`src/design/spi_core_pkg.sv`:
```
// constants, register map and state type shared by the serial core files
package spi_core_pkg;
  // ----------------------------------------
  // register byte offsets
  // ----------------------------------------
  localparam logic [7:0] CTRL_OFS = 8'h00;
  localparam logic [7:0] STAT_OFS = 8'h04;
  localparam logic [7:0] DATA_OFS = 8'h08;
  localparam logic [7:0] POLY_OFS = 8'h0c;
  localparam logic [7:0] RXCRC_OFS = 8'h10;
  localparam logic [7:0] TXCRC_OFS = 8'h14;
  // ----------------------------------------
  // control field positions
  // ----------------------------------------
  localparam int CLOCK_PHASE_B = 0;
  localparam int CLOCK_POLARITY_B = 1;
  localparam int MASTER_SELECT_B = 2;
  localparam int BR_LSB = 3;
  localparam int SPE_B = 6;
  localparam int LSB_B = 7;
  localparam int SSI_B = 8;
  localparam int SSM_B = 9;
  localparam int BIDI_B = 10;
  localparam int DFF_B = 11;
  localparam int CRCEN_B = 12;
  localparam int CRCNXT_B = 13;
  localparam int BIDIOE_B = 14;
  localparam int SELECT_OUTPUT_ENABLE_B = 15;
  localparam int TXDMA_B = 16;
  localparam int RXDMA_B = 17;
  localparam int ERRIE_B = 18;
  localparam int RXIE_B = 19;
  localparam int TXIE_B = 20;
  localparam int CTRL_W = 21;
  localparam logic [20:0] CTRL_RST = 21'h000000;
  // ----------------------------------------
  // status field positions and resets
  // ----------------------------------------
  localparam int RX_BUFFER_FULL_FLAG_B = 0;
  localparam int TXE_B = 1;
  localparam int CRCERR_B = 4;
  localparam int MODF_B = 5;
  localparam int OVR_B = 6;
  localparam int BSY_B = 7;
  localparam logic [15:0] POLY_RST = 16'h0007;
  localparam logic [4:0] FRAME_SHORT = 5'h08;
  localparam logic [4:0] FRAME_LONG = 5'h10;
  localparam logic [7:0] BAUD_HALF_MIN = 8'h01;
  localparam logic [1:0] RESP_OKAY = 2'h0;
  localparam logic [1:0] RESP_SLVERR = 2'h2;
  // ----------------------------------------
  // pin synchroniser slots
  // ----------------------------------------
  localparam int PIN_SCK = 0;
  localparam int PIN_MOSI = 1;
  localparam int PIN_MISO = 2;
  localparam int PIN_NSS = 3;
  localparam logic [3:0] PIN_RST = 4'h8;
  typedef enum logic [1:0] {ST_IDLE = 2'h0, ST_RUN = 2'h1} xfer_state_e;
endpackage

```
`src/design/spi_baud_gen.sv`:
```
// master serial clock half-period tick generator
`timescale 1ns/100ps
`default_nettype none
module spi_baud_gen (
  input wire logic clk,
  input wire logic rst,
  input wire logic run,
  input wire logic [2:0] sel,
  output logic tick
);
  logic [7:0] cnt_q;
  logic [7:0] cnt_d;
  logic [7:0] half;
  // ----------------------------------------
  // divide by 2, 4 .. 256: half period is 1 << sel cycles
  // ----------------------------------------
  assign half = spi_core_pkg::BAUD_HALF_MIN << sel;
  assign tick = run && (cnt_q == half - spi_core_pkg::BAUD_HALF_MIN);
  always_comb begin
    cnt_d = cnt_q + spi_core_pkg::BAUD_HALF_MIN;
    if (!run || tick) begin
      cnt_d = '0;
    end
  end
  always_ff @(posedge clk or posedge rst) begin
    if (rst) begin
      cnt_q <= '0;
    end else begin
      cnt_q <= cnt_d;
    end
  end
endmodule
`default_nettype wire

```
`src/design/spi_crc_calc.sv`:
```
// bit-serial crc over 8- or 16-bit frames
`timescale 1ns/100ps
`default_nettype none
module spi_crc_calc (
  input wire logic clk,
  input wire logic rst,
  input wire logic clr,
  input wire logic step,
  input wire logic bit_in,
  input wire logic wide,
  input wire logic [15:0] poly,
  output logic [15:0] crc
);
  logic [15:0] crc_d;
  logic fb;
  // ----------------------------------------
  // one bit per sampling edge, in line order
  // ----------------------------------------
  always_comb begin
    fb = (wide ? crc[15] : crc[7]) ^ bit_in;
    crc_d = crc;
    if (step) begin
      crc_d = {crc[14:0], 1'b0} ^ (fb ? poly : 16'h0000);
      if (!wide) begin
        crc_d[15:8] = 8'h00;
      end
    end
    if (clr) begin
      crc_d = 16'h0000;
    end
  end
  always_ff @(posedge clk or posedge rst) begin
    if (rst) begin
      crc <= 16'h0000;
    end else begin
      crc <= crc_d;
    end
  end
endmodule
`default_nettype wire

```
`src/design/spi_serial_core.sv`:
```
// serial peripheral core with axi4-lite registers, master and slave engine
// What this block does
// - frames are 8 or 16 bits, picked by the frame width bit
// - bit order msb-first or lsb-first per the bit-order bit
// - serial clock idles low with polarity clear, high with it set
// - phase set: capture on the second clock edge of each bit
// - phase clear: capture on the first clock edge of each bit
// - soft select: internal level replaces the select pin
// - hardware select output in master drives select low until disabled
// - hardware select input: slave selected while low, allows multimaster
// - master with select input low: mode fault, drop to slave
// - master drives clock and mosi; slave drives miso
// - master starts every transfer; both shift simultaneously on its clock
// - eight master baud settings, fastest half the bus clock
// - two-line simplex with optional bidirectional line, or full duplex
// - hardware crc, optionally sent last, checked on last word
// - mode fault, overrun, crc error flags with irq; busy flag
// - one-word tx and rx buffers, each with a dma request
// - tx empty flag sets when the buffer moves to the shifter
// - frame end fills rx buffer unless still full (overrun) and sets rx full; data read clears
// - slave rate follows the outside clock, not the baud setting
`timescale 1ns/100ps
`default_nettype none
module spi_serial_core (
  input wire logic clk,
  input wire logic rst,
  input wire logic [7:0] awaddr,
  input wire logic awvalid,
  output logic awready,
  input wire logic [31:0] wdata,
  input wire logic [3:0] wstrb,
  input wire logic wvalid,
  output logic wready,
  output logic [1:0] bresp,
  output logic bvalid,
  input wire logic bready,
  input wire logic [7:0] araddr,
  input wire logic arvalid,
  output logic arready,
  output logic [31:0] rdata,
  output logic [1:0] rresp,
  output logic rvalid,
  input wire logic rready,
  input wire logic sck_i,
  output logic sck_o,
  output logic sck_oe,
  input wire logic mosi_i,
  output logic mosi_o,
  output logic mosi_oe,
  input wire logic miso_i,
  output logic miso_o,
  output logic miso_oe,
  input wire logic nss_i,
  output logic nss_o,
  output logic nss_oe,
  output logic tx_dma_req,
  output logic rx_dma_req,
  output logic irq
);
  // ----------------------------------------
  // helpers
  // ----------------------------------------
  function automatic logic pick_bit(input logic [15:0] s, input logic w, input logic l);
    pick_bit = l ? s[0] : (w ? s[15] : s[7]);
  endfunction
  function automatic logic [15:0] shift_tx(input logic [15:0] s, input logic l);
    shift_tx = l ? {1'b0, s[15:1]} : {s[14:0], 1'b0};
  endfunction
  function automatic logic [15:0] rx_word(input logic [15:0] s, input logic w, input logic l);
    rx_word = w ? s : (l ? {8'h00, s[15:8]} : {8'h00, s[7:0]});
  endfunction
  function automatic logic [31:0] merge(input logic [31:0] o, input logic [31:0] n,
                                        input logic [3:0] b);
    for (int i = 0; i < 4; i++) begin
      merge[i*8 +: 8] = b[i] ? n[i*8 +: 8] : o[i*8 +: 8];
    end
  endfunction
  // ----------------------------------------
  // state
  // ----------------------------------------
  logic [20:0] ctrl_q, ctrl_d;
  logic [15:0] tx_buf_q, tx_buf_d, rx_buf_q, rx_buf_d, poly_q, poly_d;
  logic rx_buffer_full_flag_q, rx_buffer_full_flag_d, txe_q, txe_d, crcerr_q, crcerr_d;
  logic modf_q, modf_d, ovr_q, ovr_d;
  logic aw_full_q, aw_full_d, w_full_q, w_full_d;
  logic [7:0] waddr_q, waddr_d;
  logic [31:0] wbuf_q, wbuf_d, rdata_d, cmerge;
  logic [3:0] wstrb_q, wstrb_d;
  logic awready_d, wready_d, bvalid_d, arready_d, rvalid_d;
  logic [1:0] bresp_d, rresp_d;
  logic do_wr, rd_data;
  logic [3:0] pin_s1_q, pin_s2_q;
  spi_core_pkg::xfer_state_e state_q, state_d;
  logic [4:0] cnt_q, cnt_d, width;
  logic [15:0] tx_sh_q, tx_sh_d, rx_sh_q, rx_sh_d, load_word, rx_new;
  logic sck_q, sck_d, out_q, out_d, sck_prev_q, crc_frame_q, crc_frame_d;
  logic nss_act_q, nss_act_d, nss_o_q, sck_oe_q, mosi_oe_q, miso_oe_q;
  logic tx_dma_q, rx_dma_q, irq_q, bsy;
  logic en, mst, clock_phase, clock_polarity, wide, lsb, bidi, drv_ok, crc_en, crc_next;
  logic sel_lvl, slave_sel, hw_out, modf_ev, rx_line, sck_s, tick, mst_run;
  logic slv_edge, lead, trail, sample, present, stop, done_ev, master_go;
  logic load_ev, load_buf, ovr_set, crc_bad;
  logic [15:0] tx_crc, rx_crc;
  // ----------------------------------------
  // control decode
  // ----------------------------------------
  assign en = ctrl_q[spi_core_pkg::SPE_B];
  assign mst = ctrl_q[spi_core_pkg::MASTER_SELECT_B];
  assign clock_phase = ctrl_q[spi_core_pkg::CLOCK_PHASE_B];
  assign clock_polarity = ctrl_q[spi_core_pkg::CLOCK_POLARITY_B];
  assign wide = ctrl_q[spi_core_pkg::DFF_B];
  assign lsb = ctrl_q[spi_core_pkg::LSB_B];
  assign bidi = ctrl_q[spi_core_pkg::BIDI_B];
  assign crc_en = ctrl_q[spi_core_pkg::CRCEN_B];
  assign crc_next = ctrl_q[spi_core_pkg::CRCNXT_B] && crc_en;
  assign width = wide ? spi_core_pkg::FRAME_LONG : spi_core_pkg::FRAME_SHORT;
  assign drv_ok = !bidi || ctrl_q[spi_core_pkg::BIDIOE_B];
  assign sel_lvl = ctrl_q[spi_core_pkg::SSM_B] ? ctrl_q[spi_core_pkg::SSI_B]
                 : pin_s2_q[spi_core_pkg::PIN_NSS];
  assign hw_out = !ctrl_q[spi_core_pkg::SSM_B] && ctrl_q[spi_core_pkg::SELECT_OUTPUT_ENABLE_B];
  assign slave_sel = en && !mst && !sel_lvl;
  assign modf_ev = en && mst && !hw_out && !sel_lvl;
  assign sck_s = pin_s2_q[spi_core_pkg::PIN_SCK];
  // bidirectional mode listens on the line this end would otherwise drive
  assign rx_line = mst == bidi ? pin_s2_q[spi_core_pkg::PIN_MOSI]
                 : pin_s2_q[spi_core_pkg::PIN_MISO];
  // ----------------------------------------
  // edge events
  // ----------------------------------------
  assign mst_run = mst && (state_q == spi_core_pkg::ST_RUN);
  // slave edges are seen after the synchroniser, so bus clock must exceed twice sck
  assign slv_edge = !mst && (state_q == spi_core_pkg::ST_RUN) && slave_sel
                    && (sck_s != sck_prev_q);
  assign lead = mst ? (mst_run && tick && (sck_q == clock_polarity)) : (slv_edge && (sck_s != clock_polarity));
  assign trail = mst ? (mst_run && tick && (sck_q != clock_polarity)) : (slv_edge && (sck_s == clock_polarity));
  assign sample = clock_phase ? trail : lead;
  assign present = clock_phase ? lead : trail;
  assign stop = trail && (cnt_q == (clock_phase ? width - 5'h01 : width));
  assign done_ev = sample && (cnt_q == width - 5'h01);
  assign master_go = en && mst && !modf_ev && (!txe_q || crc_next);
  assign load_buf = load_ev && !crc_next;
  assign rx_new = rx_word(rx_sh_d, wide, lsb);
  assign crc_bad = done_ev && crc_frame_q && (rx_new != rx_crc);
  assign bsy = (state_q != spi_core_pkg::ST_IDLE) || (en && mst && !txe_q);
  spi_baud_gen u_baud (
    .clk(clk),
    .rst(rst),
    .run(mst_run),
    .sel(ctrl_q[spi_core_pkg::BR_LSB +: 3]),
    .tick(tick)
  );
  spi_crc_calc u_tx_crc (
    .clk(clk),
    .rst(rst),
    .clr(!crc_en || !en),
    .step(sample && crc_en && !crc_frame_q),
    .bit_in(out_q),
    .wide(wide),
    .poly(poly_q),
    .crc(tx_crc)
  );
  spi_crc_calc u_rx_crc (
    .clk(clk),
    .rst(rst),
    .clr(!crc_en || !en),
    .step(sample && crc_en && !crc_frame_q),
    .bit_in(rx_line),
    .wide(wide),
    .poly(poly_q),
    .crc(rx_crc)
  );
  // ----------------------------------------
  // shift engine
  // ----------------------------------------
  always_comb begin
    state_d = state_q;
    cnt_d = cnt_q;
    tx_sh_d = tx_sh_q;
    rx_sh_d = rx_sh_q;
    sck_d = sck_q;
    out_d = out_q;
    crc_frame_d = crc_frame_q;
    nss_act_d = nss_act_q;
    load_ev = 1'b0;
    load_word = crc_next ? tx_crc : tx_buf_q;
    if (sample) begin
      rx_sh_d = lsb ? {rx_line, rx_sh_q[15:1]} : {rx_sh_q[14:0], rx_line};
      cnt_d = cnt_q + 5'h01;
    end
    if (present) begin
      out_d = pick_bit(tx_sh_q, wide, lsb);
      tx_sh_d = shift_tx(tx_sh_q, lsb);
    end
    if (mst_run && tick) begin
      sck_d = !sck_q;
    end
    unique case (state_q)
      spi_core_pkg::ST_IDLE: begin
        sck_d = clock_polarity;
        cnt_d = '0;
        if (master_go || slave_sel) begin
          state_d = spi_core_pkg::ST_RUN;
          load_ev = 1'b1;
        end
      end
      spi_core_pkg::ST_RUN: begin
        if (stop) begin
          cnt_d = '0;
          if (mst) begin
            state_d = spi_core_pkg::ST_IDLE;
          end else begin
            load_ev = 1'b1;
          end
        end
      end
    endcase
    if (load_ev) begin
      tx_sh_d = load_word;
      crc_frame_d = crc_next;
      if (!clock_phase) begin
        // with phase clear the first bit must be on the line before the first edge
        out_d = pick_bit(load_word, wide, lsb);
        tx_sh_d = shift_tx(load_word, lsb);
      end
      if (mst && hw_out) begin
        nss_act_d = 1'b1;
      end
    end
    if (!en || modf_ev || (!mst && !slave_sel)) begin
      state_d = spi_core_pkg::ST_IDLE;
      cnt_d = '0;
      sck_d = clock_polarity;
    end
    if (!en || !hw_out || !mst) begin
      nss_act_d = 1'b0;
    end
  end
  always_ff @(posedge clk or posedge rst) begin
    if (rst) begin
      pin_s1_q <= spi_core_pkg::PIN_RST;
      pin_s2_q <= spi_core_pkg::PIN_RST;
      sck_prev_q <= 1'b0;
      state_q <= spi_core_pkg::ST_IDLE;
      cnt_q <= '0;
      tx_sh_q <= '0;
      rx_sh_q <= '0;
      sck_q <= 1'b0;
      out_q <= 1'b0;
      crc_frame_q <= 1'b0;
      nss_act_q <= 1'b0;
      nss_o_q <= 1'b1;
      sck_oe_q <= 1'b0;
      mosi_oe_q <= 1'b0;
      miso_oe_q <= 1'b0;
      tx_dma_q <= 1'b0;
      rx_dma_q <= 1'b0;
      irq_q <= 1'b0;
    end else begin
      pin_s1_q <= {nss_i, miso_i, mosi_i, sck_i};
      pin_s2_q <= pin_s1_q;
      sck_prev_q <= sck_s;
      state_q <= state_d;
      cnt_q <= cnt_d;
      tx_sh_q <= tx_sh_d;
      rx_sh_q <= rx_sh_d;
      sck_q <= sck_d;
      out_q <= out_d;
      crc_frame_q <= crc_frame_d;
      nss_act_q <= nss_act_d;
      nss_o_q <= !nss_act_d;
      sck_oe_q <= en && mst;
      mosi_oe_q <= en && mst && drv_ok;
      miso_oe_q <= slave_sel && drv_ok;
      tx_dma_q <= ctrl_d[spi_core_pkg::TXDMA_B] && txe_d;
      rx_dma_q <= ctrl_d[spi_core_pkg::RXDMA_B] && rx_buffer_full_flag_d;
      irq_q <= (ctrl_d[spi_core_pkg::ERRIE_B] && (crcerr_d || modf_d || ovr_d))
            || (ctrl_d[spi_core_pkg::RXIE_B] && rx_buffer_full_flag_d) || (ctrl_d[spi_core_pkg::TXIE_B] && txe_d);
    end
  end
  // ----------------------------------------
  // axi4-lite slave and register file
  // ----------------------------------------
  always_comb begin
    ctrl_d = ctrl_q;
    tx_buf_d = tx_buf_q;
    rx_buf_d = rx_buf_q;
    poly_d = poly_q;
    aw_full_d = aw_full_q;
    w_full_d = w_full_q;
    waddr_d = waddr_q;
    wbuf_d = wbuf_q;
    wstrb_d = wstrb_q;
    bvalid_d = bvalid;
    bresp_d = bresp;
    rvalid_d = rvalid;
    rresp_d = rresp;
    rdata_d = rdata;
    rd_data = 1'b0;
    cmerge = merge({11'h000, ctrl_q}, wbuf_q, wstrb_q);
    do_wr = aw_full_q && w_full_q && !bvalid;
    if (awvalid && awready) begin
      aw_full_d = 1'b1;
      waddr_d = awaddr;
    end
    if (wvalid && wready) begin
      w_full_d = 1'b1;
      wbuf_d = wdata;
      wstrb_d = wstrb;
    end
    if (bvalid && bready) begin
      bvalid_d = 1'b0;
    end
    if (rvalid && rready) begin
      rvalid_d = 1'b0;
    end
    if (load_ev && crc_next) begin
      ctrl_d[spi_core_pkg::CRCNXT_B] = 1'b0;
    end
    txe_d = txe_q;
    crcerr_d = crcerr_q;
    modf_d = modf_q;
    ovr_d = ovr_q;
    if (do_wr) begin
      bvalid_d = 1'b1;
      aw_full_d = 1'b0;
      w_full_d = 1'b0;
      bresp_d = spi_core_pkg::RESP_OKAY;
      unique case (waddr_q)
        spi_core_pkg::CTRL_OFS: ctrl_d = cmerge[spi_core_pkg::CTRL_W-1:0];
        spi_core_pkg::DATA_OFS: begin
          tx_buf_d = 16'(merge({16'h0000, tx_buf_q}, wbuf_q, wstrb_q));
          txe_d = 1'b0;
        end
        spi_core_pkg::POLY_OFS: poly_d = wbuf_q[15:0];
        spi_core_pkg::STAT_OFS: begin
          crcerr_d = crcerr_q && !wbuf_q[spi_core_pkg::CRCERR_B];
          modf_d = modf_q && !wbuf_q[spi_core_pkg::MODF_B];
          ovr_d = ovr_q && !wbuf_q[spi_core_pkg::OVR_B];
        end
        spi_core_pkg::RXCRC_OFS, spi_core_pkg::TXCRC_OFS: bresp_d = spi_core_pkg::RESP_OKAY;
        default: bresp_d = spi_core_pkg::RESP_SLVERR;
      endcase
    end
    if (arvalid && arready) begin
      rvalid_d = 1'b1;
      rresp_d = spi_core_pkg::RESP_OKAY;
      rdata_d = 32'h00000000;
      unique case (araddr)
        spi_core_pkg::CTRL_OFS: rdata_d = {11'h000, ctrl_q};
        spi_core_pkg::STAT_OFS: begin
          rdata_d[spi_core_pkg::RX_BUFFER_FULL_FLAG_B] = rx_buffer_full_flag_q;
          rdata_d[spi_core_pkg::TXE_B] = txe_q;
          rdata_d[spi_core_pkg::CRCERR_B] = crcerr_q;
          rdata_d[spi_core_pkg::MODF_B] = modf_q;
          rdata_d[spi_core_pkg::OVR_B] = ovr_q;
          rdata_d[spi_core_pkg::BSY_B] = bsy;
        end
        spi_core_pkg::DATA_OFS: begin
          rdata_d = {16'h0000, rx_buf_q};
          rd_data = 1'b1;
        end
        spi_core_pkg::POLY_OFS: rdata_d = {16'h0000, poly_q};
        spi_core_pkg::RXCRC_OFS: rdata_d = {16'h0000, rx_crc};
        spi_core_pkg::TXCRC_OFS: rdata_d = {16'h0000, tx_crc};
        default: rresp_d = spi_core_pkg::RESP_SLVERR;
      endcase
    end
    // hardware events are applied last so a set beats a same-cycle clear
    ovr_set = done_ev && rx_buffer_full_flag_q && !rd_data;
    if (done_ev && !ovr_set) begin
      rx_buf_d = rx_new;
    end
    rx_buffer_full_flag_d = (rx_buffer_full_flag_q && !rd_data) || done_ev;
    if (ovr_set) begin
      ovr_d = 1'b1;
    end
    if (load_buf) begin
      txe_d = 1'b1;
    end
    if (crc_bad) begin
      crcerr_d = 1'b1;
    end
    if (modf_ev) begin
      modf_d = 1'b1;
      ctrl_d[spi_core_pkg::MASTER_SELECT_B] = 1'b0;
      ctrl_d[spi_core_pkg::SPE_B] = 1'b0;
    end
    awready_d = !aw_full_d && !bvalid_d;
    wready_d = !w_full_d && !bvalid_d;
    arready_d = !rvalid_d;
  end
  always_ff @(posedge clk or posedge rst) begin
    if (rst) begin
      ctrl_q <= spi_core_pkg::CTRL_RST;
      tx_buf_q <= '0;
      rx_buf_q <= '0;
      poly_q <= spi_core_pkg::POLY_RST;
      rx_buffer_full_flag_q <= 1'b0;
      txe_q <= 1'b1;
      crcerr_q <= 1'b0;
      modf_q <= 1'b0;
      ovr_q <= 1'b0;
      aw_full_q <= 1'b0;
      w_full_q <= 1'b0;
      waddr_q <= '0;
      wbuf_q <= '0;
      wstrb_q <= '0;
      awready <= 1'b0;
      wready <= 1'b0;
      bvalid <= 1'b0;
      bresp <= spi_core_pkg::RESP_OKAY;
      arready <= 1'b0;
      rvalid <= 1'b0;
      rresp <= spi_core_pkg::RESP_OKAY;
      rdata <= '0;
    end else begin
      ctrl_q <= ctrl_d;
      tx_buf_q <= tx_buf_d;
      rx_buf_q <= rx_buf_d;
      poly_q <= poly_d;
      rx_buffer_full_flag_q <= rx_buffer_full_flag_d;
      txe_q <= txe_d;
      crcerr_q <= crcerr_d;
      modf_q <= modf_d;
      ovr_q <= ovr_d;
      aw_full_q <= aw_full_d;
      w_full_q <= w_full_d;
      waddr_q <= waddr_d;
      wbuf_q <= wbuf_d;
      wstrb_q <= wstrb_d;
      awready <= awready_d;
      wready <= wready_d;
      bvalid <= bvalid_d;
      bresp <= bresp_d;
      arready <= arready_d;
      rvalid <= rvalid_d;
      rresp <= rresp_d;
      rdata <= rdata_d;
    end
  end
  assign sck_o = sck_q;
  assign sck_oe = sck_oe_q;
  assign mosi_o = out_q;
  assign miso_o = out_q;
  assign mosi_oe = mosi_oe_q;
  assign miso_oe = miso_oe_q;
  assign nss_o = nss_o_q;
  assign nss_oe = nss_act_q;
  assign tx_dma_req = tx_dma_q;
  assign rx_dma_req = rx_dma_q;
  assign irq = irq_q;

  // helper: serial clock edges made so far in the current master frame
  logic [5:0] edges_q, edges_d;
  always_comb begin
    edges_d = edges_q;
    if (!mst_run) begin
      edges_d = '0;
    end else if (sck_d != sck_q) begin
      edges_d = edges_q + 6'h01;
    end
  end
  always_ff @(posedge clk or posedge rst) begin
    if (rst) begin
      edges_q <= '0;
    end else begin
      edges_q <= edges_d;
    end
  end
endmodule
`default_nettype wire

```
`config.mk`:
```
export PLATFORM = sky130hd
export DESIGN_NAME = spi_serial_core
export DESIGN_NICKNAME = d
export VERILOG_FILES = /design/src/design/spi_core_pkg.sv /design/src/design/spi_baud_gen.sv /design/src/design/spi_crc_calc.sv /design/src/design/spi_serial_core.sv
export SDC_FILE = /design/constraint.sdc
export NUM_CORES = 1
export LEC_CHECK = 0
export BUFFER_PORTS_ARGS = -buffer_cell sky130_fd_sc_hd__clkbuf_2
export CAP_MARGIN = 20
export CORE_MARGIN = 3
export CORE_UTILIZATION = 55
export DETAILED_ROUTE_END_ITERATION = 10
export PLACE_DENSITY = 0.77
export SETUP_SLACK_MARGIN = 0.3
export SLEW_MARGIN = 20
export SYNTH_ARGS = -nofsm -noshare
export SYNTH_HDL_FRONTEND = slang
export SYNTH_SLANG_ARGS = --single-unit
```
`constraint.sdc`:
```
create_clock -name clk -period 8.8 [get_ports clk]
set_clock_uncertainty 0.15 [all_clocks]
set_input_delay 0.44 -clock clk [delete_from_list [all_inputs] [get_ports clk]]
set_output_delay 0.44 -clock clk [all_outputs]
set_load 0.05 [all_outputs]
```
==> reports/metrics.csv, run 1 <==
stage;metric;value;unit
synth;yosysSeqAreaShare;48.8;%
worst_setup_path;path_class;flip-flop to flip-flop;
worst_setup_path;arrival;4.83;ns
finish;n_antenna_cell;0;
status;run_status;complete, no violations;
worst_setup_path;critPathTopFamily;simple AND/OR/NAND/NOR gates;
job;drv_cap;0;
detailed_routing;drtIter0Drc;784;
clocking;cts.clk_slew.worst_paths;0.06;ns
sta;tightest_slew;1.16;ns
worst_setup_path;cp_slowest_stage_delay;0.53;ns
sta;period_share;52.0;%
finish;nets;1330;
global_routing;gr-total-overflow;0;
sta;final_hold_viol_count;0;
power_and_ir_drop;ir_drop;243;uV
global_routing;grt_pass1_wl;48800;microns
synth;synth_top_family_by_area;multiplexers;
finish;syn_to_final_growth;14.6;%
place;port_buffers;89;
synth;synthXorXnorAreaFrac;4.81;%
place;dp_hpwl;20500;microns
floorplanning;die_w;154;microns
power_and_ir_drop;power;3.15;mW
detailed_routing;ant_nets;0;
global_routing;track_usage;25.3;%
worst_setup_path;timing.rr.start;ctrl_q[3]$_DFFE_PP0P_;
detailed_routing;dr.pass1.iters;7;
synth;ys_async_sr_fraction;100;%
clocking;root_buffer;clkbuf_16;
clocking;cts_resized;0;
floorplanning;core;21200;sq um
synth;synth_compound_area_share;12.8;%
synth;yosys.area_share.simple;12.3;%
worst_hold_path;min_to;wbuf_q[3]$_DFFE_PP0P_;
detailed_routing;wirelength;30500;microns
worst_hold_path;hold_depth;2;
place;post-place-cells;1475;
floorplanning;rows;53;
worst_setup_path;worst-path-buf-inv;1;
detailed_routing;via_count;9305;
finish;layout-drive-gt1-share;20.6;%
clocking;cts_buffer_depth;3;
synth;ys_types;67;
floorplanning;ioPinCount;115;
sta;period_needed;4.58;ns
worst_setup_path;crit_fanout;48;
place;gp_congestion;0.863;
worst_setup_path;start_kind;flip-flop;
synth;synthCells;1166;
worst_setup_path;rrSetupSlack;4.22;ns
global_routing;antenna_found_initial;0;
worst_hold_path;holdCritPathClass;input pin to flip-flop;
clocking;htreeDepth;1;
synth;synth.avg_cell_area;10.3;sq um
global_routing;grt_pass1_vias;9115;
synth;synth_edf_count;0;
worst_setup_path;slowest_stage;dfrtp_1;
clocking;worstSkewPairLatency;0.53;ns
worst_setup_path;r2r-end;crcerr_q$_DFF_PP0_;
worst_setup_path;reg2regPathDepth;14;
worst_setup_path;cp-end-kind;flip-flop;
worst_setup_path;cp.required;9.05;ns
sta;final_max_slew_viol_count;0;
synth;synthAdderAreaFrac;0.417;%
clocking;post_cts_buffers;0;
synth;yosys_register_bits;234;
synth;yosysWarningCount;0;
synth;syn_area;12000;sq um
clocking;cts.sinks;234;
sta;relSlewSlack;22.6;%
detailed_routing;drc;0;
detailed_routing;post_drt_wl_per_cell;19.6;microns
sta;tns;0;ns
worst_setup_path;path_cells;or3_1 -> ha_1 -> nand2b_1 -> o22ai_1 -> a22o_1 -> o2111a_1 -> o32ai_4 -> buf_4 -> mux2i_1 -> xor2_1 -> nor4_1 -> nand2_1 -> nor4_2 -> o21ai_1;
sta;max_freq;218;MHz
power_and_ir_drop;powerDensity;229;nW/um^2
finish;stdcell_count;1557;
worst_hold_path;worstHoldStart;wdata[3];
floorplanning;die_y;154;microns
power_and_ir_drop;leakage;6.32;nW
global_routing;grt_max_degree;110;
synth;ys.flop_type;dfrtp_1;
floorplanning;dieArea;23700;sq um
finish;fillers;1637;
sta;grt_setup_unrepaired;no;
synth;muxShareOfSynthArea;16.6;%
sta;finalSetupViolCount;0;
clocking;cts_tree;done;
clocking;numCtsBuffers;25;
detailed_routing;viasPerCell;5.98;
floorplanning;initial_core_util;56.6;%
-- cells in the final DEF (no fill, tap or decap), types with 7 or more instances in the layout --
cell type and instances:
dfrtp_1 225, nand2_1 145, mux2_2 97, nor2_1 95
clkbuf_2 89, mux2i_1 88, o21ai_0 75, a21oi_1 67
xor2_1 52, dlygate4sd3_1 36, clkbuf_16 25, inv_1 24
nand3_1 19, a211oi_1 16, xnor2_1 14, buf_4 14
conb_1 13, a22oi_1 11, a21o_1 11, o31ai_1 10
a222oi_1 10, nor3_1 9, clkbuf_1 9, and2_1 8
a221oi_1 7, dfstp_2 7
-- layout make-up --
cell class	count	area [sq um]	share of cell area, %
Multi-Input combinational cell	838	5720	41.5
Sequential cell	234	5870	42.6
Tap cell	275	344	2.50
Inverter	25	101	0.736
Timing Repair Buffer	139	911	6.62
Clock buffer	37	701	5.09
Clock inverter	9	124	0.900
-- worst max-delay path by stage --
stage	cells after the start	from	endpoint	slack, ns
4_1_cts	14	ctrl_q[5]$_DFFE_PP0P_	crcerr_q$_DFF_PP0_	4.29
3_3_place_gp	14	ctrl_q[5]$_DFFE_PP0P_	crcerr_q$_DFF_PP0_	4.39
2_1_floorplan	1	rst	arready$_DFF_PP0_	1.80
5_1_grt	14	ctrl_q[5]$_DFFE_PP0P_	crcerr_q$_DFF_PP0_	4.02
6_report	14	ctrl_q[3]$_DFFE_PP0P_	crcerr_q$_DFF_PP0_	4.22
3_5_place_dp	14	ctrl_q[5]$_DFFE_PP0P_	irq$_DFF_PP0_	4.34
-- timing repair --
| action | 4_1_cts | 5_1_grt |
|---|---|---|
| hold buffers | 36 | 0 |
| endpoints found under the hold margin | 139 | 0 |
| endpoints found under the setup margin | 0 | 0 |
-- kinds of logic after synthesis --
group / after synthesis
DFF: 234
adders and majority gates: 4
and+or+nand+nor: 329
AOI/OAI and AO/OA: 239
xor gates and xnor gates: 66
muxes: 187
other: 1
buffers and inverters: 106
-- synthesized netlist by cell type (3+ instances only) --
master	number	area share, %
nor3b_1	6	0.37
a22oi_1	11	0.69
nor3_1	9	0.37
or2_0	3	0.16
nand4_1	4	0.21
a21o_1	11	0.69
xnor2_1	14	1.0
ha_1	4	0.42
nand2b_1	5	0.26
o21ai_0	75	3.1
mux2_2	97	9.1
o21a_1	5	0.31
dfrtp_1	227	47
o31ai_1	10	0.62
clkbuf_1	47	1.5
mux2i_1	88	7.3
nor2_1	95	3.0
nor4_1	5	0.26
a221oi_1	7	0.51
o22ai_1	4	0.21
or3_1	4	0.21
dfstp_2	7	1.5
a211oi_1	16	1.0
inv_1	25	0.78
and2_1	8	0.42
buf_2	6	0.25
a222oi_1	10	0.83
a21oi_1	67	2.8
buf_6	4	0.37
nor2b_1	5	0.26
nand3_1	19	0.79
buf_4	15	0.94
a21boi_0	3	0.19
o211ai_1	3	0.19
and3_1	5	0.26
nand2_1	145	4.5
buf_1	8	0.25
xor2_1	52	3.8
-- flip-flops by register name (all words and copies together) (netlist names), 3 cells and up --
name,count
rx_buf_q,16
u_rx_crc.crc,16
cnt_q,5
u_baud.cnt_q,8
tx_buf_q,16
rdata,21
pin_s2_q,4
ctrl_q,21
wbuf_q,21
u_tx_crc.crc,16
rx_sh_q,16
waddr_q,8
poly_q,16
tx_sh_q,16
wstrb_q,3
pin_s1_q,4
-- per-layer routing --
layer / share of wire [%] / vias to the layer above / wire length, microns / track usage [%]
li1: - / 4269 / - / -
met1: 42 / 4596 / 12900 / 34.4
met2: 48 / 354 / 14600 / 41.6
met3: 6.5 / 86 / 1990 / 4.08
met4: 3.4 / 0 / 1040 / 8.70
met5: 0 / - / 0 / 0
-- stage by stage --
stage	hold WS, ns	area [sq um]	util (%)	setup slack (ns)
after floorplan	0.181	12100	-	1.80
after global placement	0.183	12600	59.3	4.39
after detailed placement	0.186	12600	59.3	4.34
after CTS	0.00227	13800	64.9	4.29
after global routing	0.0121	13800	64.9	4.02
final	0.0116	13800	64.9	4.22
-- where the power goes --
part           switching (mW)  total, mW  leakage, nW  internal (mW)
combinational           0.366      0.647         2.79          0.280
clock                   0.426       1.06        0.407          0.639
sequential              0.196       1.44         3.12           1.25
Note: power is estimated with default switching activity, not from simulation.
==> inputs of run 2 (changes only) <==
==> constraint.sdc (replaced) <==
create_clock -name clk -period 4.5 [get_ports clk]
set_clock_uncertainty 0.15 [all_clocks]
set_input_delay 0.225 -clock clk [delete_from_list [all_inputs] [get_ports clk]]
set_output_delay 0.225 -clock clk [all_outputs]
set_load 0.05 [all_outputs]
==> reports/metrics.csv, run 2 (synthesized netlist as in run 1, its figures left out) <==
stage;metric;value;unit;change
sta;max_freq;248;MHz;+14%
clocking;cts_tree;done;;
finish;n_antenna_cell;0;;unchanged
worst_setup_path;start_kind;flip-flop;;
clocking;htreeDepth;1;;unchanged
detailed_routing;ant_nets;0;;unchanged
finish;layout-drive-gt1-share;21.7;%;+1.1 points
floorplanning;core;21200;sq um;unchanged
worst_setup_path;path_class;flip-flop to flip-flop;;
floorplanning;die_y;154;microns;unchanged
clocking;numCtsBuffers;25;;unchanged
worst_setup_path;timing.rr.start;ctrl_q[5]$_DFFE_PP0P_;;
worst_setup_path;critPathTopFamily;simple AND/OR/NAND/NOR gates;;
sta;timing.final.ws_setup;0.474;ns;-3.75 ns
detailed_routing;viasPerCell;6.00;;+0.37%
global_routing;grt_pass1_wl;49400;microns;+1.2%
clocking;cts.clk_slew.worst_paths;0.07;ns;about the same
global_routing;grt_pass1_vias;8996;;-1.3%
detailed_routing;post_drt_wl_per_cell;19.9;microns;+1.6%
place;dpl-instance-area;12600;sq um;+0.40%
finish;final_cell_area;13900;sq um;+1.1%
clocking;worstSkewPairLatency;0.55;ns;+0.02 ns
detailed_routing;via_count;9405;;+1.1%
detailed_routing;drtIter0Drc;1002;;+28%
power_and_ir_drop;seqPwrFrac;45.1;%;-0.6 points
clocking;cts.sinks;234;;unchanged
power_and_ir_drop;p_int;4.23;mW;+95%
worst_setup_path;cp-end-kind;flip-flop;;
worst_setup_path;rrSetupSlack;0.47;ns;-3.75 ns
detailed_routing;wirelength;31200;microns;+2.3%
worst_setup_path;crit_fanout;25;;-48%
place;gp_congestion;0.895;;+3.6%
power_and_ir_drop;power_switching;2.01;mW;+100%
worst_setup_path;worst-path-buf-inv;1;;unchanged
global_routing;gr-total-overflow;0;;unchanged
sta;tns;0;ns;unchanged
finish;post-route-util;65.6;%;+0.74 points
finish;syn_to_final_growth;15.9;%;
power_and_ir_drop;powerDensity;448;nW/um^2;+96%
clocking;cts_buffer_depth;3;;unchanged
worst_setup_path;cp.required;4.77;ns;-4.28 ns
status;run_status;complete, no violations;;
detailed_routing;drc;0;;unchanged
worst_setup_path;arrival;4.30;ns;-0.53 ns
global_routing;track_usage;25.8;%;+0.53 points
worst_setup_path;r2r-end;crcerr_q$_DFF_PP0_;;
finish;layout_common_cells;223 x dfrtp_1, 145 x nand2_1, 97 x mux2_2, 95 x nor2_1, 89 x clkbuf_2;;
floorplanning;rows;53;;unchanged
clocking;root_buffer;clkbuf_16;;
floorplanning;die_w;154;microns;unchanged
sta;period_share;89.5;%;+37 points
floorplanning;ioPinCount;115;;unchanged
global_routing;antenna_found_initial;0;;unchanged
worst_setup_path;path_cells;or3_1 -> ha_1 -> nand2b_1 -> o22ai_1 -> a22o_1 -> o2111a_1 -> o32ai_4 -> buf_12 -> mux2i_1 -> xor2_1 -> nor4_1 -> nand2_1 -> nor4_2 -> o21ai_1;;
place;port_buffers;89;;unchanged
job;drv_cap;0;;unchanged
floorplanning;initial_core_util;56.6;%;unchanged
sta;relSlewSlack;22.7;%;+0.092 points
sta;final_hold_viol_count;0;;unchanged
sta;finalSetupViolCount;0;;unchanged
finish;nets;1341;;+0.83%
power_and_ir_drop;leakage;6.37;nW;+0.83%
sta;period_needed;4.03;ns;-0.553 ns
sta;grt_setup_unrepaired;no;;
finish;fillers;1638;;+0.061%
detailed_routing;dr.pass1.iters;6;;-1
place;dp_hpwl;20900;microns;+2.1%
worst_hold_path;holdCritPathClass;input pin to async pin;;
global_routing;grt_max_degree;173;;+57%
worst_setup_path;slowest_stage;dfrtp_2;;
floorplanning;dieArea;23700;sq um;unchanged
finish;final_common_cell;dfrtp_1;;
sta;final_max_slew_viol_count;0;;unchanged
worst_setup_path;reg2regPathDepth;14;;unchanged
power_and_ir_drop;ir_drop;480;uV;+98%
place;dpl_worst_slack;0.378;ns;-3.96 ns
power_and_ir_drop;swShare;32.3;%;+0.92 points
power_and_ir_drop;power_frac_comb;20.9;%;+0.4 points
sta;tightest_slew;1.15;ns;-0.00138 ns
power_and_ir_drop;clockPowerShare;34.0;%;+0.2 points
finish;reg_top3;ctrl_q (21), rdata (21), wbuf_q (21);;
worst_setup_path;cp_slowest_stage_delay;0.48;ns;-0.05 ns
==> run 2: cell count changes in the layout (fill, tap and decap cells not counted), moves of 2 or more <==
| cell | delta |
|---|---|
| dfrtp_2 | +2 |
| buf_4 | +4 |
| dlygate4sd3_1 | +4 |
| dfrtp_1 | -2 |
| clkbuf_1 | -8 |
| clkinvlp_4 | +8 |
| buf_12 | +2 |
| clkbuf_8 | +2 |
==> run 2: worst reg2reg max path: stages, from the launching register on <==
cell and delay, ns:
dfrtp_2 0.48, or3_1 0.40, ha_1 0.28, nand2b_1 0.10, o22ai_1 0.07, a22o_1 0.23, o2111a_1 0.28, o32ai_4 0.26
buf_12 0.24, mux2i_1 0.31, xor2_1 0.14, nor4_1 0.31, nand2_1 0.16, nor4_2 0.39, o21ai_1 0.13
==> run 2: worst max path at each step <==
| stage | start | endpoint | slack, ns | cells past startpoint |
|---|---|---|---|---|
| 2_1_floorplan | ctrl_q[5]$_DFFE_PP0P_ | crcerr_q$_DFF_PP0_ | 0.77 | 16 |
| 3_3_place_gp | ctrl_q[5]$_DFFE_PP0P_ | crcerr_q$_DFF_PP0_ | 0.45 | 13 |
| 3_5_place_dp | ctrl_q[5]$_DFFE_PP0P_ | irq$_DFF_PP0_ | 0.38 | 13 |
| 4_1_cts | ctrl_q[5]$_DFFE_PP0P_ | crcerr_q$_DFF_PP0_ | 0.37 | 13 |
| 5_1_grt | ctrl_q[5]$_DFFE_PP0P_ | irq$_DFF_PP0_ | 0.33 | 13 |
| 6_report | ctrl_q[5]$_DFFE_PP0P_ | crcerr_q$_DFF_PP0_ | 0.47 | 14 |
==> run 2: stage by stage <==
stage / cells / hold WS, ns / total power [mW]
after floorplan: 1178 / 0.0795 / 3.71
after global placement: 1480 / 0.0578 / 4.02
after detailed placement: 1480 / 0.0579 / 4.07
after CTS: 1566 / 0.0183 / 6.21
after global routing: 1568 / 0.0768 / 6.49
final: 1568 / 0.0472 / 6.24
==> run 2: layer usage <==
layer | share of wire, % | GRT usage, %
met1 | 42 | 35.3
met2 | 48 | 42.8
met3 | 6.0 | 3.35
met4 | 4.0 | 8.87
met5 | 0 | 0
==> run 2: layout make-up <==
class                      instances  area [sq um]  share of cell area, %
sequential                       234          5870                   42.2
multi-input combinational        838          5710                   41.0
timing repair buffer             150          1050                   7.51
clock buffer                      31           698                   5.02
tap                              275           344                   2.47
clock inverter                    15           158                   1.13
inverter                          25          97.6                  0.701
==> run 2: what timing repair did <==
action | in CTS | in global routing
buffers inserted | 0 | 1
hold endpoints to repair | 55 | 0
gates resized for setup | 0 | 3
setup endpoints to repair | 0 | 3
hold buffers | 40 | 0
==> run 2: power groups by stage <==
stage	registers [mW]	logic, mW	clock network [mW]
CTS	2.80	1.28	2.14
global placement	2.82	1.20	0
detailed placement	2.83	1.24	0
finish	2.81	1.30	2.12
floorplan	2.75	0.954	0
global route	2.85	1.42	2.23
==> inputs of run 3 (changes only) <==
--- a/config.mk
+++ b/config.mk
@@ -10,8 +10,9 @@
 export CORE_MARGIN = 3
 export CORE_UTILIZATION = 55
 export DETAILED_ROUTE_END_ITERATION = 10
-export PLACE_DENSITY = 0.77
+export PLACE_DENSITY = 0.81
 export SETUP_SLACK_MARGIN = 0.3
+export SKIP_LAST_GASP = 1
 export SLEW_MARGIN = 20
 export SYNTH_ARGS = -nofsm -noshare
 export SYNTH_HDL_FRONTEND = slang
==> reports/metrics.csv, run 3 (synthesized netlist as in run 1, its figures left out) <==
stage;metric;value;unit;change
detailed_routing;via_count;9453;;+0.51%
floorplanning;die_w;154;microns;unchanged
sta;tns;0;ns;unchanged
finish;fillers;1571;;-4.1%
detailed_routing;post_drt_wl_per_cell;20.2;microns;+1.3%
sta;max_freq;248;MHz;-0.14%
sta;tightest_slew;1.10;ns;-0.0567 ns
sta;finalSetupViolCount;0;;unchanged
finish;layout-drive-gt1-share;21.6;%;-0.14 points
power_and_ir_drop;ir_drop;477;uV;-0.55%
clocking;cts_buffer_depth;3;;unchanged
worst_setup_path;path_class;flip-flop to flip-flop;;
place;gp_congestion;0.903;;+0.89%
floorplanning;initial_core_util;56.6;%;unchanged
clocking;cts.clk_slew.worst_paths;0.06;ns;about the same
sta;period_share;89.6;%;+0.13 points
worst_setup_path;reg2regPathDepth;14;;unchanged
detailed_routing;viasPerCell;6.03;;+0.57%
place;port_buffers;89;;unchanged
global_routing;gr-total-overflow;0;;unchanged
sta;relSlewSlack;26.5;%;+3.8 points
detailed_routing;wirelength;31600;microns;+1.3%
finish;final_common_cell;dfrtp_1;;
clocking;numCtsBuffers;25;;unchanged
worst_setup_path;startpoint;ctrl_q[5]$_DFFE_PP0P_;;
clocking;cts_tree;done;;
power_and_ir_drop;powerDensity;445;nW/um^2;-0.63%
job;drv_cap;0;;unchanged
clocking;htreeDepth;1;;unchanged
worst_setup_path;start_kind;flip-flop;;
sta;grt_setup_unrepaired;no;;
worst_setup_path;crit_end;crcerr_q$_DFF_PP0_;;
finish;syn_to_final_growth;15.9;%;about the same
floorplanning;ioPinCount;115;;unchanged
worst_setup_path;cp.required;4.74;ns;-0.03 ns
floorplanning;core;21200;sq um;unchanged
finish;final_cell_area;13900;sq um;about the same
global_routing;grt_pass1_vias;9283;;+3.2%
place;dpl-instance-area;12600;sq um;unchanged
worst_setup_path;rrSetupSlack;0.47;ns;about the same
worst_setup_path;crit_fanout;25;;unchanged
worst_hold_path;holdCritPathClass;input pin to flip-flop;;
clocking;worstSkewPairLatency;0.52;ns;-0.03 ns
detailed_routing;drtIter0Drc;1026;;+2.4%
finish;nets;1341;;unchanged
floorplanning;rows;53;;unchanged
sta;final_max_slew_viol_count;0;;unchanged
floorplanning;dieArea;23700;sq um;unchanged
global_routing;antenna_found_initial;0;;unchanged
power_and_ir_drop;leakage;6.36;nW;-0.25%
detailed_routing;dr.pass1.iters;8;;+2
status;run_status;complete, no violations;;
worst_setup_path;cp-end-kind;flip-flop;;
global_routing;grt_pass1_wl;50300;microns;+1.9%
worst_setup_path;r2r-end;crcerr_q$_DFF_PP0_;;
global_routing;track_usage;26.3;%;+0.45 points
finish;n_antenna_cell;0;;unchanged
global_routing;grt_max_degree;168;;-2.9%
worst_setup_path;timing.rr.start;ctrl_q[5]$_DFFE_PP0P_;;
sta;final_hold_viol_count;0;;unchanged
detailed_routing;drc;0;;unchanged
clocking;root_buffer;clkbuf_16;;
finish;layout_common_cells;224 x dfrtp_1, 145 x nand2_1, 97 x mux2_2, 95 x nor2_1, 89 x clkbuf_2;;
sta;period_needed;4.03;ns;+0.00563 ns
finish;reg_top3;ctrl_q (21), rdata (21), wbuf_q (21);;
clocking;cts.sinks;234;;unchanged
floorplanning;die_y;154;microns;unchanged
worst_setup_path;arrival;4.27;ns;-0.03 ns
detailed_routing;ant_nets;0;;unchanged
place;dp_hpwl;20700;microns;-0.96%
-- run 3: cell count changes in the layout (fill, tap and decap cells not counted), sizes merged --
cell	change
clkbuf	+6
clkinvlp	-6
clkinv	-1
-- run 3: worst min path at each step --
stage,end,startpoint,cells after the start,slack [ns]
3_3_place_gp,rdata[14]$_DFFE_PP0P_,rst,2,0.04
4_1_cts,rresp[1]$_DFFE_PP0P_,araddr[4],3,0.002
3_5_place_dp,rdata[11]$_DFFE_PP0P_,rst,2,0.04
5_1_grt,rresp[1]$_DFFE_PP0P_,araddr[4],3,0.06
2_1_floorplan,pin_s1_q[3]$_DFF_PP1_,nss_i,0,0.08
6_report,rresp[1]$_DFFE_PP0P_,araddr[4],3,0.02
-- run 3: repair_timing --
| action | 4_1_cts | 5_1_grt |
|---|---|---|
| pin swaps | 1 | 1 |
| hold endpoints to repair | 54 | 0 |
| setup buffers | 0 | 1 |
| gates resized for setup | 0 | 11 |
| gates cloned | 0 | 1 |
| endpoints found under the setup margin | 1 | 2 |
| hold buffers | 40 | 0 |
-- run 3: cell type report --
cell class	instances	area [sq um]	area share, %
Timing Repair Buffer	150	1050	7.52
Sequential cell	234	5870	42.2
Inverter	25	97.6	0.701
Clock inverter	8	96.3	0.692
Multi-Input combinational cell	838	5740	41.3
Clock buffer	37	721	5.18
Tap cell	275	344	2.47
-- run 3: worst max-delay path, cell delays in order, from the launching register on --
cell and delay, ns:
dfrtp_2 0.48, or3_1 0.40, ha_1 0.28, nand2b_1 0.11
o22ai_1 0.08, a22o_1 0.23, o2111a_1 0.29, o32ai_4 0.28
buf_12 0.24, mux2i_1 0.28, xor2_1 0.12, nor4_2 0.30
nand2_1 0.18, nor4_4 0.35, o21ai_1 0.13
-- run 3: power breakdown --
group / leakage [nW] / switching [mW] / internal, mW
clock network: 0.401 / 0.832 / 1.22
registers: 3.12 / 0.387 / 2.44
logic: 2.84 / 0.749 / 0.573
-- run 3: stage by stage --
step                      hold slack, ns  total power, mW  utilization (%)  worst slack, ns  std cells
after floorplan                   0.0795             3.71                -            0.768       1178
after global placement            0.0367             4.02             59.5            0.451       1480
after detailed placement          0.0445             4.08             59.5            0.353       1480
after CTS                        0.00239             6.17             65.2            0.305       1565
after global routing              0.0568             6.46             65.6            0.282       1567
final                             0.0155             6.20             65.6            0.468       1567
-- run 3: layer usage --
metal	track usage (%)	vias to the layer above	part of all wire [%]
li1	-	4308	-
met5	0	-	0
met2	42.9	445	47
met4	10.1	0	4.0
met3	3.83	92	7.1
met1	35.9	4608	41
